--- config.mk ---
export PLATFORM = sky130hd
export DESIGN_NAME = dmic_record_path
export DESIGN_NICKNAME = d
export VERILOG_FILES = /design/src/pkg/dmic_pkg.sv /design/src/verilog/cic_decimator.sv /design/src/verilog/dmic_record_path.sv
export SDC_FILE = /design/constraint.sdc
export NUM_CORES = 2
export LEC_CHECK = 0
export BUFFER_PORTS_ARGS = -buffer_cell sky130_fd_sc_hd__buf_4
export CAP_MARGIN = 20
export CORE_MARGIN = 4
export CORE_UTILIZATION = 30
export CTS_CLUSTER_DIAMETER = 50
export DETAILED_ROUTE_END_ITERATION = 12
export MAX_ROUTING_LAYER = met4
export PLACE_DENSITY_LB_ADDON = 0.1
export SLEW_MARGIN = 5
export SYNTH_ARGS = -nofsm -noshare
export SYNTH_HDL_FRONTEND = slang
export SYNTH_SLANG_ARGS = --single-unit
--- constraint.sdc ---
create_clock -name aclk -period 10.53 [get_ports aclk]
set_input_delay 1.5795 -clock aclk [delete_from_list [all_inputs] [get_ports aclk]]
set_output_delay 1.5795 -clock aclk [all_outputs]
set_load 0.03 [all_outputs]
--- src/pkg/dmic_pkg.sv ---
/*
  Shared constants for the digital microphone record path: register
  indices, field positions, pin function codes and filter types.
  Assumes a 32-bit AXI4-Lite register bus, one 8-bit register per word.
*/
`default_nettype none

package dmic_pkg;
  // ****************************************
  // Register indices (byte address = index * 4)
  // ****************************************
  localparam int IDX_W = 7;
  localparam logic [IDX_W-1:0] REG_PAGE = 7'h00;
  localparam logic [IDX_W-1:0] REG_OSR = 7'h14;
  localparam logic [IDX_W-1:0] REG_WLEN = 7'h1b;
  localparam logic [IDX_W-1:0] REG_STATUS = 7'h24;
  localparam logic [IDX_W-1:0] REG_CLKPIN = 7'h33;
  localparam logic [IDX_W-1:0] REG_DATAPIN = 7'h34;
  localparam logic [IDX_W-1:0] REG_PRB = 7'h3d;
  localparam logic [IDX_W-1:0] REG_EDGE = 7'h50;
  localparam logic [IDX_W-1:0] REG_DMIC_EN = 7'h51;
  localparam logic [IDX_W-1:0] REG_LVOL = 7'h53;
  localparam logic [IDX_W-1:0] REG_RVOL = 7'h54;
  localparam logic [7:0] PAGE_MAIN = 8'h00;
  localparam logic [7:0] RESET_BYTE = 8'h00;
  localparam logic [7:0] RESET_OSR = 8'h80;
  localparam logic [1:0] RESP_OKAY = 2'b00;
  localparam logic [1:0] RESP_SLVERR = 2'b10;

  // ****************************************
  // Fields
  // ****************************************
  localparam int FN_LSB = 2;
  localparam int FN_MSB = 5;
  localparam logic [3:0] FN_MODCLK = 4'h1;
  localparam logic [3:0] FN_DATAIN = 4'h2;
  localparam int EDGE_L_BIT = 1;
  localparam int EDGE_R_BIT = 0;
  localparam int EN_L_BIT = 1;
  localparam int EN_R_BIT = 0;
  localparam logic [7:0] OSR_128 = 8'h80;
  localparam logic [7:0] OSR_64 = 8'h40;
  localparam logic [7:0] OSR_32 = 8'h20;
  localparam logic [2:0] LOG_128 = 3'd7;
  localparam logic [2:0] LOG_64 = 3'd6;
  localparam logic [2:0] LOG_32 = 3'd5;
  localparam logic [7:0] PRB_B_FIRST = 8'h07;
  localparam logic [7:0] PRB_C_FIRST = 8'h0d;
  localparam logic [1:0] WLEN_16 = 2'd0;
  localparam logic [1:0] WLEN_20 = 2'd1;
  localparam logic [1:0] WLEN_24 = 2'd2;
  localparam int VOL_FRAC = 6;
  localparam logic signed [8:0] VOL_UNITY = 9'sh040;
  localparam logic signed [31:0] WORD_MAX = 32'sh7fff_ffff;
  localparam logic signed [31:0] WORD_MIN = 32'sh8000_0000;

  typedef enum logic [2:0] {
    FILT_A = 3'b001,
    FILT_B = 3'b010,
    FILT_C = 3'b100
  } filt_type;
endpackage : dmic_pkg

`default_nettype wire

--- src/verilog/cic_decimator.sv ---
/*
  Fourth-order CIC decimator for one microphone channel.
  Assumes bit_valid pulses once per modulator period and dump pulses once
  per frame; the comb section runs only at dump.
*/
`default_nettype none

module cic_decimator #(
  parameter int ORDER = 4,
  parameter int W = 32
) (
  input wire logic aclk,
  input wire logic aresetn,
  input wire logic enable,
  input wire logic bit_valid,
  input wire logic bit_in,
  input wire logic dump,
  input wire logic [2:0] ratio_log,
  output logic [W-1:0] sample_ff,
  output logic valid_ff
);
  // ****************************************
  // Integrators and combs
  // ****************************************
  logic [W-1:0] acc_ff [ORDER];
  logic [W-1:0] dly_ff [ORDER];
  logic [W-1:0] comb [ORDER+1];
  logic [W-1:0] full;
  logic [5:0] shift;

  // Modular arithmetic: wrap in the integrators cancels in the combs
  always_ff @(posedge aclk) begin
    if (!aresetn || !enable) begin
      for (int i = 0; i < ORDER; i++) acc_ff[i] <= '0;
    end else if (bit_valid) begin
      acc_ff[0] <= acc_ff[0] + (bit_in ? W'(1) : {W{1'b1}});
      for (int i = 1; i < ORDER; i++) acc_ff[i] <= acc_ff[i] + acc_ff[i-1];
    end
  end

  // Comb chain evaluated at the frame boundary
  always_comb begin
    comb[0] = acc_ff[ORDER-1];
    for (int i = 0; i < ORDER; i++) comb[i+1] = comb[i] - dly_ff[i];
  end

  always_ff @(posedge aclk) begin
    if (!aresetn || !enable) begin
      for (int i = 0; i < ORDER; i++) dly_ff[i] <= '0;
    end else if (dump) begin
      for (int i = 0; i < ORDER; i++) dly_ff[i] <= comb[i];
    end
  end

  // Full scale is 2**(ORDER*log R); scale it up to the word's top bit
  assign shift = 6'(W - 1) - 6'(ORDER * ratio_log);
  assign full = W'(1) << 6'(ORDER * ratio_log);

  always_ff @(posedge aclk) begin
    if (!aresetn) begin
      sample_ff <= '0;
      valid_ff <= 1'b0;
    end else begin
      valid_ff <= dump;
      if (dump) begin
        if (!enable) sample_ff <= '0;
        else if (comb[ORDER] == full) sample_ff <= {1'b0, {(W-1){1'b1}}};
        else sample_ff <= comb[ORDER] << shift;
      end
    end
  end
endmodule : cic_decimator

`default_nettype wire

--- src/verilog/dmic_record_path.sv ---
/*
  Digital microphone record path: register file on AXI4-Lite with page
  selection, modulator clock generation, pin muxing, edge-selected bit
  capture, CIC decimation, volume, and rounding of the per-frame word pair.
  Assumes the microphone answers on the pin set as data input and that
  software programs a decimation ratio suited to the microphone.
*/
`default_nettype none

module dmic_record_path
  import dmic_pkg::*;
#(
  parameter int MOD_HALF = 3,
  parameter int ADDR_W = 12
) (
  input wire logic aclk,
  input wire logic aresetn,
  input wire logic [ADDR_W-1:0] s_axi_awaddr,
  input wire logic s_axi_awvalid,
  output logic s_axi_awready,
  input wire logic [31:0] s_axi_wdata,
  input wire logic [3:0] s_axi_wstrb,
  input wire logic s_axi_wvalid,
  output logic s_axi_wready,
  output logic [1:0] s_axi_bresp,
  output logic s_axi_bvalid,
  input wire logic s_axi_bready,
  input wire logic [ADDR_W-1:0] s_axi_araddr,
  input wire logic s_axi_arvalid,
  output logic s_axi_arready,
  output logic [31:0] s_axi_rdata,
  output logic [1:0] s_axi_rresp,
  output logic s_axi_rvalid,
  input wire logic s_axi_rready,
  input wire logic mic_clock_pin_in,
  output logic mic_clock_pin_out,
  output logic mic_clock_pin_oe_n,
  input wire logic mic_data_pin_in,
  output logic mic_data_pin_out,
  output logic mic_data_pin_oe_n,
  output logic word_clk_ff,
  output logic word_valid_ff,
  output logic [31:0] left_word_ff,
  output logic [31:0] right_word_ff,
  output logic analog_off_left,
  output logic analog_off_right
);
  import dmic_pkg::*;

  // ****************************************
  // Register file
  // ****************************************
  logic [7:0] page_ff, osr_ff, wlen_ff, clkpin_ff, datapin_ff;
  logic [7:0] prb_ff, edge_ff, en_ff, lvol_ff, rvol_ff;
  logic [IDX_W-1:0] widx, ridx;
  logic wr_take, rd_take, wr_bad, rd_bad, in_main;
  logic [7:0] rd_byte, status;

  // Address and data are taken together, one write in flight at a time
  assign s_axi_awready = s_axi_awvalid && s_axi_wvalid && !s_axi_bvalid;
  assign s_axi_wready = s_axi_awready;
  assign wr_take = s_axi_awready;
  assign s_axi_arready = !s_axi_rvalid;
  assign rd_take = s_axi_arvalid && s_axi_arready;
  assign widx = s_axi_awaddr[IDX_W+1:2];
  assign ridx = s_axi_araddr[IDX_W+1:2];
  assign wr_bad = |s_axi_awaddr[ADDR_W-1:IDX_W+2];
  assign rd_bad = |s_axi_araddr[ADDR_W-1:IDX_W+2];
  assign in_main = (page_ff == PAGE_MAIN);

  // Page pointer is reachable from every page
  always_ff @(posedge aclk) begin
    if (!aresetn) page_ff <= PAGE_MAIN;
    else if (wr_take && !wr_bad && s_axi_wstrb[0] && widx == REG_PAGE)
      page_ff <= s_axi_wdata[7:0];
  end

  // Page-0 controls; writes in any other page leave them untouched
  always_ff @(posedge aclk) begin
    if (!aresetn) begin
      osr_ff <= RESET_OSR;
      wlen_ff <= RESET_BYTE;
      clkpin_ff <= RESET_BYTE;
      datapin_ff <= RESET_BYTE;
      prb_ff <= RESET_BYTE;
      edge_ff <= RESET_BYTE;
      en_ff <= RESET_BYTE;
      lvol_ff <= RESET_BYTE;
      rvol_ff <= RESET_BYTE;
    end else if (wr_take && !wr_bad && s_axi_wstrb[0] && in_main) begin
      case (widx)
        REG_OSR: osr_ff <= s_axi_wdata[7:0];
        REG_WLEN: wlen_ff <= s_axi_wdata[7:0];
        REG_CLKPIN: clkpin_ff <= s_axi_wdata[7:0];
        REG_DATAPIN: datapin_ff <= s_axi_wdata[7:0];
        REG_PRB: prb_ff <= s_axi_wdata[7:0];
        REG_EDGE: edge_ff <= s_axi_wdata[7:0];
        REG_DMIC_EN: en_ff <= s_axi_wdata[7:0];
        REG_LVOL: lvol_ff <= s_axi_wdata[7:0];
        REG_RVOL: rvol_ff <= s_axi_wdata[7:0];
        default: ;
      endcase
    end
  end

  // Write response; out-of-range addresses get SLVERR
  always_ff @(posedge aclk) begin
    if (!aresetn) begin
      s_axi_bvalid <= 1'b0;
      s_axi_bresp <= RESP_OKAY;
    end else if (wr_take) begin
      s_axi_bvalid <= 1'b1;
      s_axi_bresp <= wr_bad ? RESP_SLVERR : RESP_OKAY;
    end else if (s_axi_bready) begin
      s_axi_bvalid <= 1'b0;
    end
  end

  // Read mux: 8-bit registers sit in the low byte, upper bits read zero
  always_comb begin
    rd_byte = RESET_BYTE;
    if (ridx == REG_PAGE) rd_byte = page_ff;
    else if (in_main) begin
      case (ridx)
        REG_OSR: rd_byte = osr_ff;
        REG_WLEN: rd_byte = wlen_ff;
        REG_STATUS: rd_byte = status;
        REG_CLKPIN: rd_byte = clkpin_ff;
        REG_DATAPIN: rd_byte = datapin_ff;
        REG_PRB: rd_byte = prb_ff;
        REG_EDGE: rd_byte = edge_ff;
        REG_DMIC_EN: rd_byte = en_ff;
        REG_LVOL: rd_byte = lvol_ff;
        REG_RVOL: rd_byte = rvol_ff;
        default: rd_byte = RESET_BYTE;
      endcase
    end
  end

  always_ff @(posedge aclk) begin
    if (!aresetn) begin
      s_axi_rvalid <= 1'b0;
      s_axi_rdata <= '0;
      s_axi_rresp <= RESP_OKAY;
    end else if (rd_take) begin
      s_axi_rvalid <= 1'b1;
      s_axi_rdata <= rd_bad ? '0 : {24'h00_0000, rd_byte};
      s_axi_rresp <= rd_bad ? RESP_SLVERR : RESP_OKAY;
    end else if (s_axi_rready) begin
      s_axi_rvalid <= 1'b0;
    end
  end

  // ****************************************
  // Filter type and ratio
  // ****************************************
  filt_type ftype;
  logic [2:0] ratio_log;

  // Type is never written directly; it follows the processing block
  always_comb begin
    if (prb_ff >= PRB_C_FIRST) ftype = FILT_C;
    else if (prb_ff >= PRB_B_FIRST) ftype = FILT_B;
    else ftype = FILT_A;
  end

  // Each type accepts only its own ratios; anything else falls back
  always_comb begin
    case (ftype)
      FILT_A: ratio_log = (osr_ff == OSR_64) ? LOG_64 : LOG_128;
      FILT_B: ratio_log = LOG_64;
      FILT_C: ratio_log = LOG_32;
      default: ratio_log = LOG_128;
    endcase
  end

  assign status = {3'b000, ftype, en_ff[EN_L_BIT], en_ff[EN_R_BIT]};

  // ****************************************
  // Modulator clock and pins
  // ****************************************
  logic [7:0] half_cnt_ff;
  logic mod_clk_ff, mod_rise, mod_fall, half_done;
  logic [3:0] clk_fn, data_fn;
  logic clk_s1_ff, clk_s2_ff, dat_s1_ff, dat_s2_ff, mic_bit;

  assign half_done = (half_cnt_ff == 8'(MOD_HALF - 1));
  assign mod_rise = half_done && !mod_clk_ff;
  assign mod_fall = half_done && mod_clk_ff;

  // Divider keeps the modulator clock free-running from reset
  always_ff @(posedge aclk) begin
    if (!aresetn) begin
      half_cnt_ff <= '0;
      mod_clk_ff <= 1'b0;
    end else if (half_done) begin
      half_cnt_ff <= '0;
      mod_clk_ff <= !mod_clk_ff;
    end else begin
      half_cnt_ff <= half_cnt_ff + 8'd1;
    end
  end

  assign clk_fn = clkpin_ff[FN_MSB:FN_LSB];
  assign data_fn = datapin_ff[FN_MSB:FN_LSB];
  assign mic_clock_pin_out = mod_clk_ff;
  assign mic_data_pin_out = mod_clk_ff;
  assign mic_clock_pin_oe_n = (clk_fn != FN_MODCLK);
  assign mic_data_pin_oe_n = (data_fn != FN_MODCLK);

  // Pin inputs cross into aclk through two flops
  always_ff @(posedge aclk) begin
    if (!aresetn) begin
      clk_s1_ff <= 1'b0;
      clk_s2_ff <= 1'b0;
      dat_s1_ff <= 1'b0;
      dat_s2_ff <= 1'b0;
    end else begin
      clk_s1_ff <= mic_clock_pin_in;
      clk_s2_ff <= clk_s1_ff;
      dat_s1_ff <= mic_data_pin_in;
      dat_s2_ff <= dat_s1_ff;
    end
  end

  // Data pin wins when both are set as input
  assign mic_bit = (data_fn == FN_DATAIN) ? dat_s2_ff :
                   (clk_fn == FN_DATAIN) ? clk_s2_ff : 1'b0;

  // ****************************************
  // Bit capture and decimation
  // ****************************************
  logic take_l, take_r, en_l, en_r, frame_pulse;
  logic [7:0] bit_cnt_ff;
  logic [31:0] dec_l, dec_r;
  logic dec_valid;

  assign en_l = en_ff[EN_L_BIT];
  assign en_r = en_ff[EN_R_BIT];
  assign analog_off_left = en_l;
  assign analog_off_right = en_r;
  // Synced bit lags the pin by two cycles: it is the value held before the edge
  assign take_l = en_l && (edge_ff[EDGE_L_BIT] ? mod_fall : mod_rise);
  assign take_r = en_r && (edge_ff[EDGE_R_BIT] ? mod_fall : mod_rise);

  // Frame every 2**ratio_log modulator periods
  assign frame_pulse = mod_rise && (bit_cnt_ff == 8'((1 << ratio_log) - 1));

  always_ff @(posedge aclk) begin
    if (!aresetn) bit_cnt_ff <= '0;
    else if (frame_pulse) bit_cnt_ff <= '0;
    else if (mod_rise) bit_cnt_ff <= bit_cnt_ff + 8'd1;
  end

  // Word clock: high for the first half of each frame
  always_ff @(posedge aclk) begin
    if (!aresetn) word_clk_ff <= 1'b0;
    else if (frame_pulse) word_clk_ff <= 1'b1;
    else if (mod_rise && bit_cnt_ff == 8'((1 << ratio_log) >> 1) - 8'd1)
      word_clk_ff <= 1'b0;
  end

  cic_decimator u_cic_left (
    .aclk(aclk),
    .aresetn(aresetn),
    .enable(en_l),
    .bit_valid(take_l),
    .bit_in(mic_bit),
    .dump(frame_pulse),
    .ratio_log(ratio_log),
    .sample_ff(dec_l),
    .valid_ff(dec_valid)
  );

  cic_decimator u_cic_right (
    .aclk(aclk),
    .aresetn(aresetn),
    .enable(en_r),
    .bit_valid(take_r),
    .bit_in(mic_bit),
    .dump(frame_pulse),
    .ratio_log(ratio_log),
    .sample_ff(dec_r),
    .valid_ff()
  );

  // ****************************************
  // Volume and rounding
  // ****************************************
  logic [31:0] vol_l_ff, vol_r_ff;
  logic vol_valid_ff;

  // Gain = (64 + signed volume) / 64, saturated to 32 bits
  function automatic logic [31:0] scale(input logic [31:0] x, input logic [7:0] v);
    logic signed [40:0] prod;
    logic signed [40:0] sh;
    prod = $signed(x) * (VOL_UNITY + $signed({v[7], v}));
    sh = prod >>> VOL_FRAC;
    if (sh > 41'(WORD_MAX)) return WORD_MAX;
    else if (sh < 41'(WORD_MIN)) return WORD_MIN;
    else return sh[31:0];
  endfunction : scale

  // Round half up at the interface width, clamp, clear dropped bits
  function automatic logic [31:0] round_word(input logic [31:0] x, input logic [1:0] wl);
    logic [4:0] drop;
    logic signed [32:0] sum;
    logic [31:0] mask;
    drop = (wl == WLEN_16) ? 5'd16 : (wl == WLEN_20) ? 5'd12 :
           (wl == WLEN_24) ? 5'd8 : 5'd0;
    if (drop == 5'd0) return x;
    mask = 32'hffff_ffff << drop;
    sum = $signed({x[31], x}) + $signed(33'(33'h0_0000_0001 << (drop - 5'd1)));
    if (sum[32] != sum[31]) return WORD_MAX & mask;
    return sum[31:0] & mask;
  endfunction : round_word

  // Volume stage; the processing stage passes the word through unchanged
  always_ff @(posedge aclk) begin
    if (!aresetn) begin
      vol_l_ff <= '0;
      vol_r_ff <= '0;
      vol_valid_ff <= 1'b0;
    end else begin
      vol_valid_ff <= dec_valid;
      if (dec_valid) begin
        vol_l_ff <= scale(dec_l, lvol_ff);
        vol_r_ff <= scale(dec_r, rvol_ff);
      end
    end
  end

  // Pair handed to the serial side once per frame
  always_ff @(posedge aclk) begin
    if (!aresetn) begin
      left_word_ff <= '0;
      right_word_ff <= '0;
      word_valid_ff <= 1'b0;
    end else begin
      word_valid_ff <= vol_valid_ff;
      if (vol_valid_ff) begin
        left_word_ff <= round_word(vol_l_ff, wlen_ff[1:0]);
        right_word_ff <= round_word(vol_r_ff, wlen_ff[1:0]);
      end
    end
  end
endmodule : dmic_record_path

`default_nettype wire
==> impl_metrics.py <==
metrics = {
    "global_routing": {
        "grt_max_degree": 98,
        "grt_pass1_vias": 56300,
        "grt_first_pass_wirelength_mm": 312,
        "overflow": 0,
        "grt.total_usage_pct": 15.3,
        "grt_antenna_before_repair": 21,
    },
    "setup_path": {
        "cp-endpoint": "u_cic_left.sample_ff[13]",
        "start_kind": "flip-flop",
        "critPathKind": "reg2reg",
        "end_kind": "flip-flop",
        "crit_start": "u_cic_left.acc_ff[0][96]",
        "slowest_stage": "a2111o_1",
        "worstPathArrival_ns": 10.28,
        "r2r_cells": 46,
        "reg2reg_slack_ns": 0.93,
        "r2r-start": "u_cic_left.acc_ff[0][96]",
        "rr_endpoint": "u_cic_left.sample_ff[13]",
        "cpPeakStageDelay_ns": 0.45,
        "worst-endpoint-required_ns": 11.21,
        "crit_path_max_fanout": 29,
    },
    "clocking": {
        "cts_max_level": 4,
        "cts_num_sinks": 817,
        "clk_path_buf_depth": 3,
        "clk-insertion-delay-late_ns": 0.79,
        "cts_setup_buffers": 0,
        "cts-resized-gates": 0,
        "clkSlewWorstSetupHoldPaths_ns": 0.05,
        "postCtsHoldBufs": 0,
        "cts-buffers-inserted": 150,
        "root_buffer": "clkbuf_16",
        "cts_tree": "yes",
    },
    "timing": {
        "drv_slew": 0,
        "setup_viol": 0,
        "fin_crit_sh_pct": 91.1,
        "finalSetupTns_ns": 0,
        "layout_min_cycle_time_ns": 9.60,
        "tightestPinTransition_ns": 1.12,
        "finalHoldViolCount": 0,
        "fmax_ghz": 0.104,
        "rsz0062_at_grt": "false",
        "relSlewSlack_pct": 25.0,
        "fin_skew_ns": 0.0555,
    },
    "layout": {
        "fillCellCount": 25200,
        "drive_gt1_share_pct": 6.29,
        "seqCellArea_um2": 21500,
        "final_common_cell": "inv_1",
        "final_util_pct": 34.1,
        "syn_to_final_growth_pct": 13.0,
        "multi_input_area_um2": 48400,
        "final_cell_mix": "inv_1 (786), nor2_1 (716), ha_1 (688)",
        "fin_nets": 9454,
        "stdcell_area_um2": 83700,
    },
    "synth": {
        "yosys_most_used_dff": "edfxtp_1",
        "yosys.area.top_type_share_pct": 20.8,
        "synth_cell_types": 88,
        "yosysSeqAreaShare_pct": 29.0,
        "syn-cell-area_um2": 74000,
        "avgSynthCellArea_um2": 9.05,
        "ys_ff_latch": 817,
        "synth_top_area_cell": "edfxtp_1",
        "ys.warnings.count": 0,
        "async_flop_share_pct": 0,
        "synth_area_leaders": "edfxtp_1 (21%), fa_1 (13%), ha_1 (12%)",
        "synth_edf_count": 512,
        "synthCells": 8182,
    },
    "drt": {
        "drtPass1Iterations": 7,
        "vias": 55200,
        "wl_per_cell_um": 16.6,
        "initialDrtViolationCount": 2691,
        "via_per_inst": 4.77,
        "antenna_left": 0,
        "drc": 0,
        "routed_wl_mm": 192,
    },
    "die": {
        "ios": 182,
        "die_area_um2": 255000,
        "die_h_um": 505,
        "rows": 182,
        "initial_core_util_pct": 30.1,
        "core_area_um2": 246000,
        "die_x_um": 505,
    },
    "power_and_ir_drop": {
        "powerDensity_nw_per_um2": 110,
        "leakage_nw": 37.5,
        "vdd_ir_drop_max_mv": 0.116,
    },
    "place": {
        "dp_hpwl_mm": 146,
        "portBuffers": 124,
        "place_area_um2": 78400,
        "place_congestion": 0.836,
    },
    "worst_hold_path": {
        "min_path_type": "reg2reg",
    },
    "run": {
        "cap_violations": 0,
    },
    "outcome": {
        "status": "finished clean",
    },
}
-- synthesized netlist by cell type (95+ instances only) --
master / n
and2_1: 455
ha_1: 689
nand3_1: 103
nand2b_1: 209
nor2_1: 719
o21ai_0: 376
xor2_1: 212
xnor2_1: 346
inv_1: 788
dfxtp_1: 305
a21o_1: 251
clkbuf_1: 286
nor3_1: 97
a21oi_1: 565
fa_1: 470
mux2i_1: 95
nand2_1: 660
edfxtp_1: 512
-- critical path, delay by kind of cell, from the launching register on --
family | cells | cell delay [ns]
xor+xnor | 5 | 0.92
buf+inv | 4 | 0.50
compound gates | 27 | 5.49
simple gates | 5 | 0.64
flops | 1 | 0.39
fa+ha+maj | 5 | 1.54
-- flip-flops by register name, summed over array words and instances (netlist names), 30 cells and up --
register,flops
right_word_ff,32
vol_r_ff,32
u_cic_right.sample_ff,30
u_cic_left.acc_ff,128
left_word_ff,32
u_cic_left.dly_ff,128
vol_l_ff,32
u_cic_right.acc_ff,128
u_cic_left.sample_ff,30
u_cic_right.dly_ff,128
-- how the worst min path moves through the flow --
stage | cells past startpoint | start | slack [ns] | end
floorplan | 1 | clk_s1_ff | 0.41 | clk_s2_ff
global placement | 1 | clk_s1_ff | 0.44 | clk_s2_ff
detailed placement | 1 | clk_s1_ff | 0.44 | clk_s2_ff
CTS | 1 | clk_s1_ff | 0.45 | clk_s2_ff
global route | 1 | clk_s1_ff | 0.47 | clk_s2_ff
finish | 1 | clk_s1_ff | 0.44 | clk_s2_ff
-- layer usage --
layer | share of wire (%) | up-vias | GRT usage (%)
met2 | 46 | 722 | 24.8
li1 | - | 28200 | -
met5 | 0 | - | -
met4 | 2.4 | 0 | 3.97
met1 | 48 | 26100 | 20.2
met3 | 3.0 | 257 | 2.11
-- per-stage QoR --
| stage | power [mW] | setup slack (ns) | hold WS (ns) | cells |
|---|---|---|---|---|
| 2_1_floorplan | 4.15 | 1.97 | 0.412 | 8207 |
| 3_3_place_gp | 4.37 | 0.535 | 0.440 | 11300 |
| 3_5_place_dp | 4.36 | 0.745 | 0.441 | 11300 |
| 6_report | 9.20 | 0.934 | 0.445 | 11600 |
| 4_1_cts | 9.37 | 0.664 | 0.448 | 11600 |
| 5_1_grt | 9.63 | 0.0360 | 0.470 | 11600 |
-- power breakdown --
group	internal (mW)	total [mW]	switching, mW
registers	3.37	3.38	0.00795
logic	0.387	0.926	0.539
clock network	3.04	4.89	1.86
-- layout make-up --
| class | instances | share of cell area (%) |
|---|---|---|
| Timing Repair Buffer | 212 | 1.97 |
| Sequential cell | 817 | 25.7 |
| Multi-Input combinational cell | 6256 | 57.9 |
| Inverter | 789 | 3.54 |
| Antenna cell | 7 | 0.0209 |
| Tap cell | 3220 | 4.81 |
| Clock buffer | 174 | 4.74 |
| Clock inverter | 99 | 1.36 |
-- cells by family after synthesis --
| family | synth area share, % |
|---|---|
| and+or+nand+nor | 17.0 |
| buffers and inverters | 5.91 |
| muxes | 1.30 |
| other | 0.00506 |
| DFF | 29.0 |
| adders and majority gates | 24.3 |
| AOI/OAI and AO/OA | 15.8 |
| xor gates and xnor gates | 6.63 |
No activity file was read; power rests on OpenSTA's default activity.
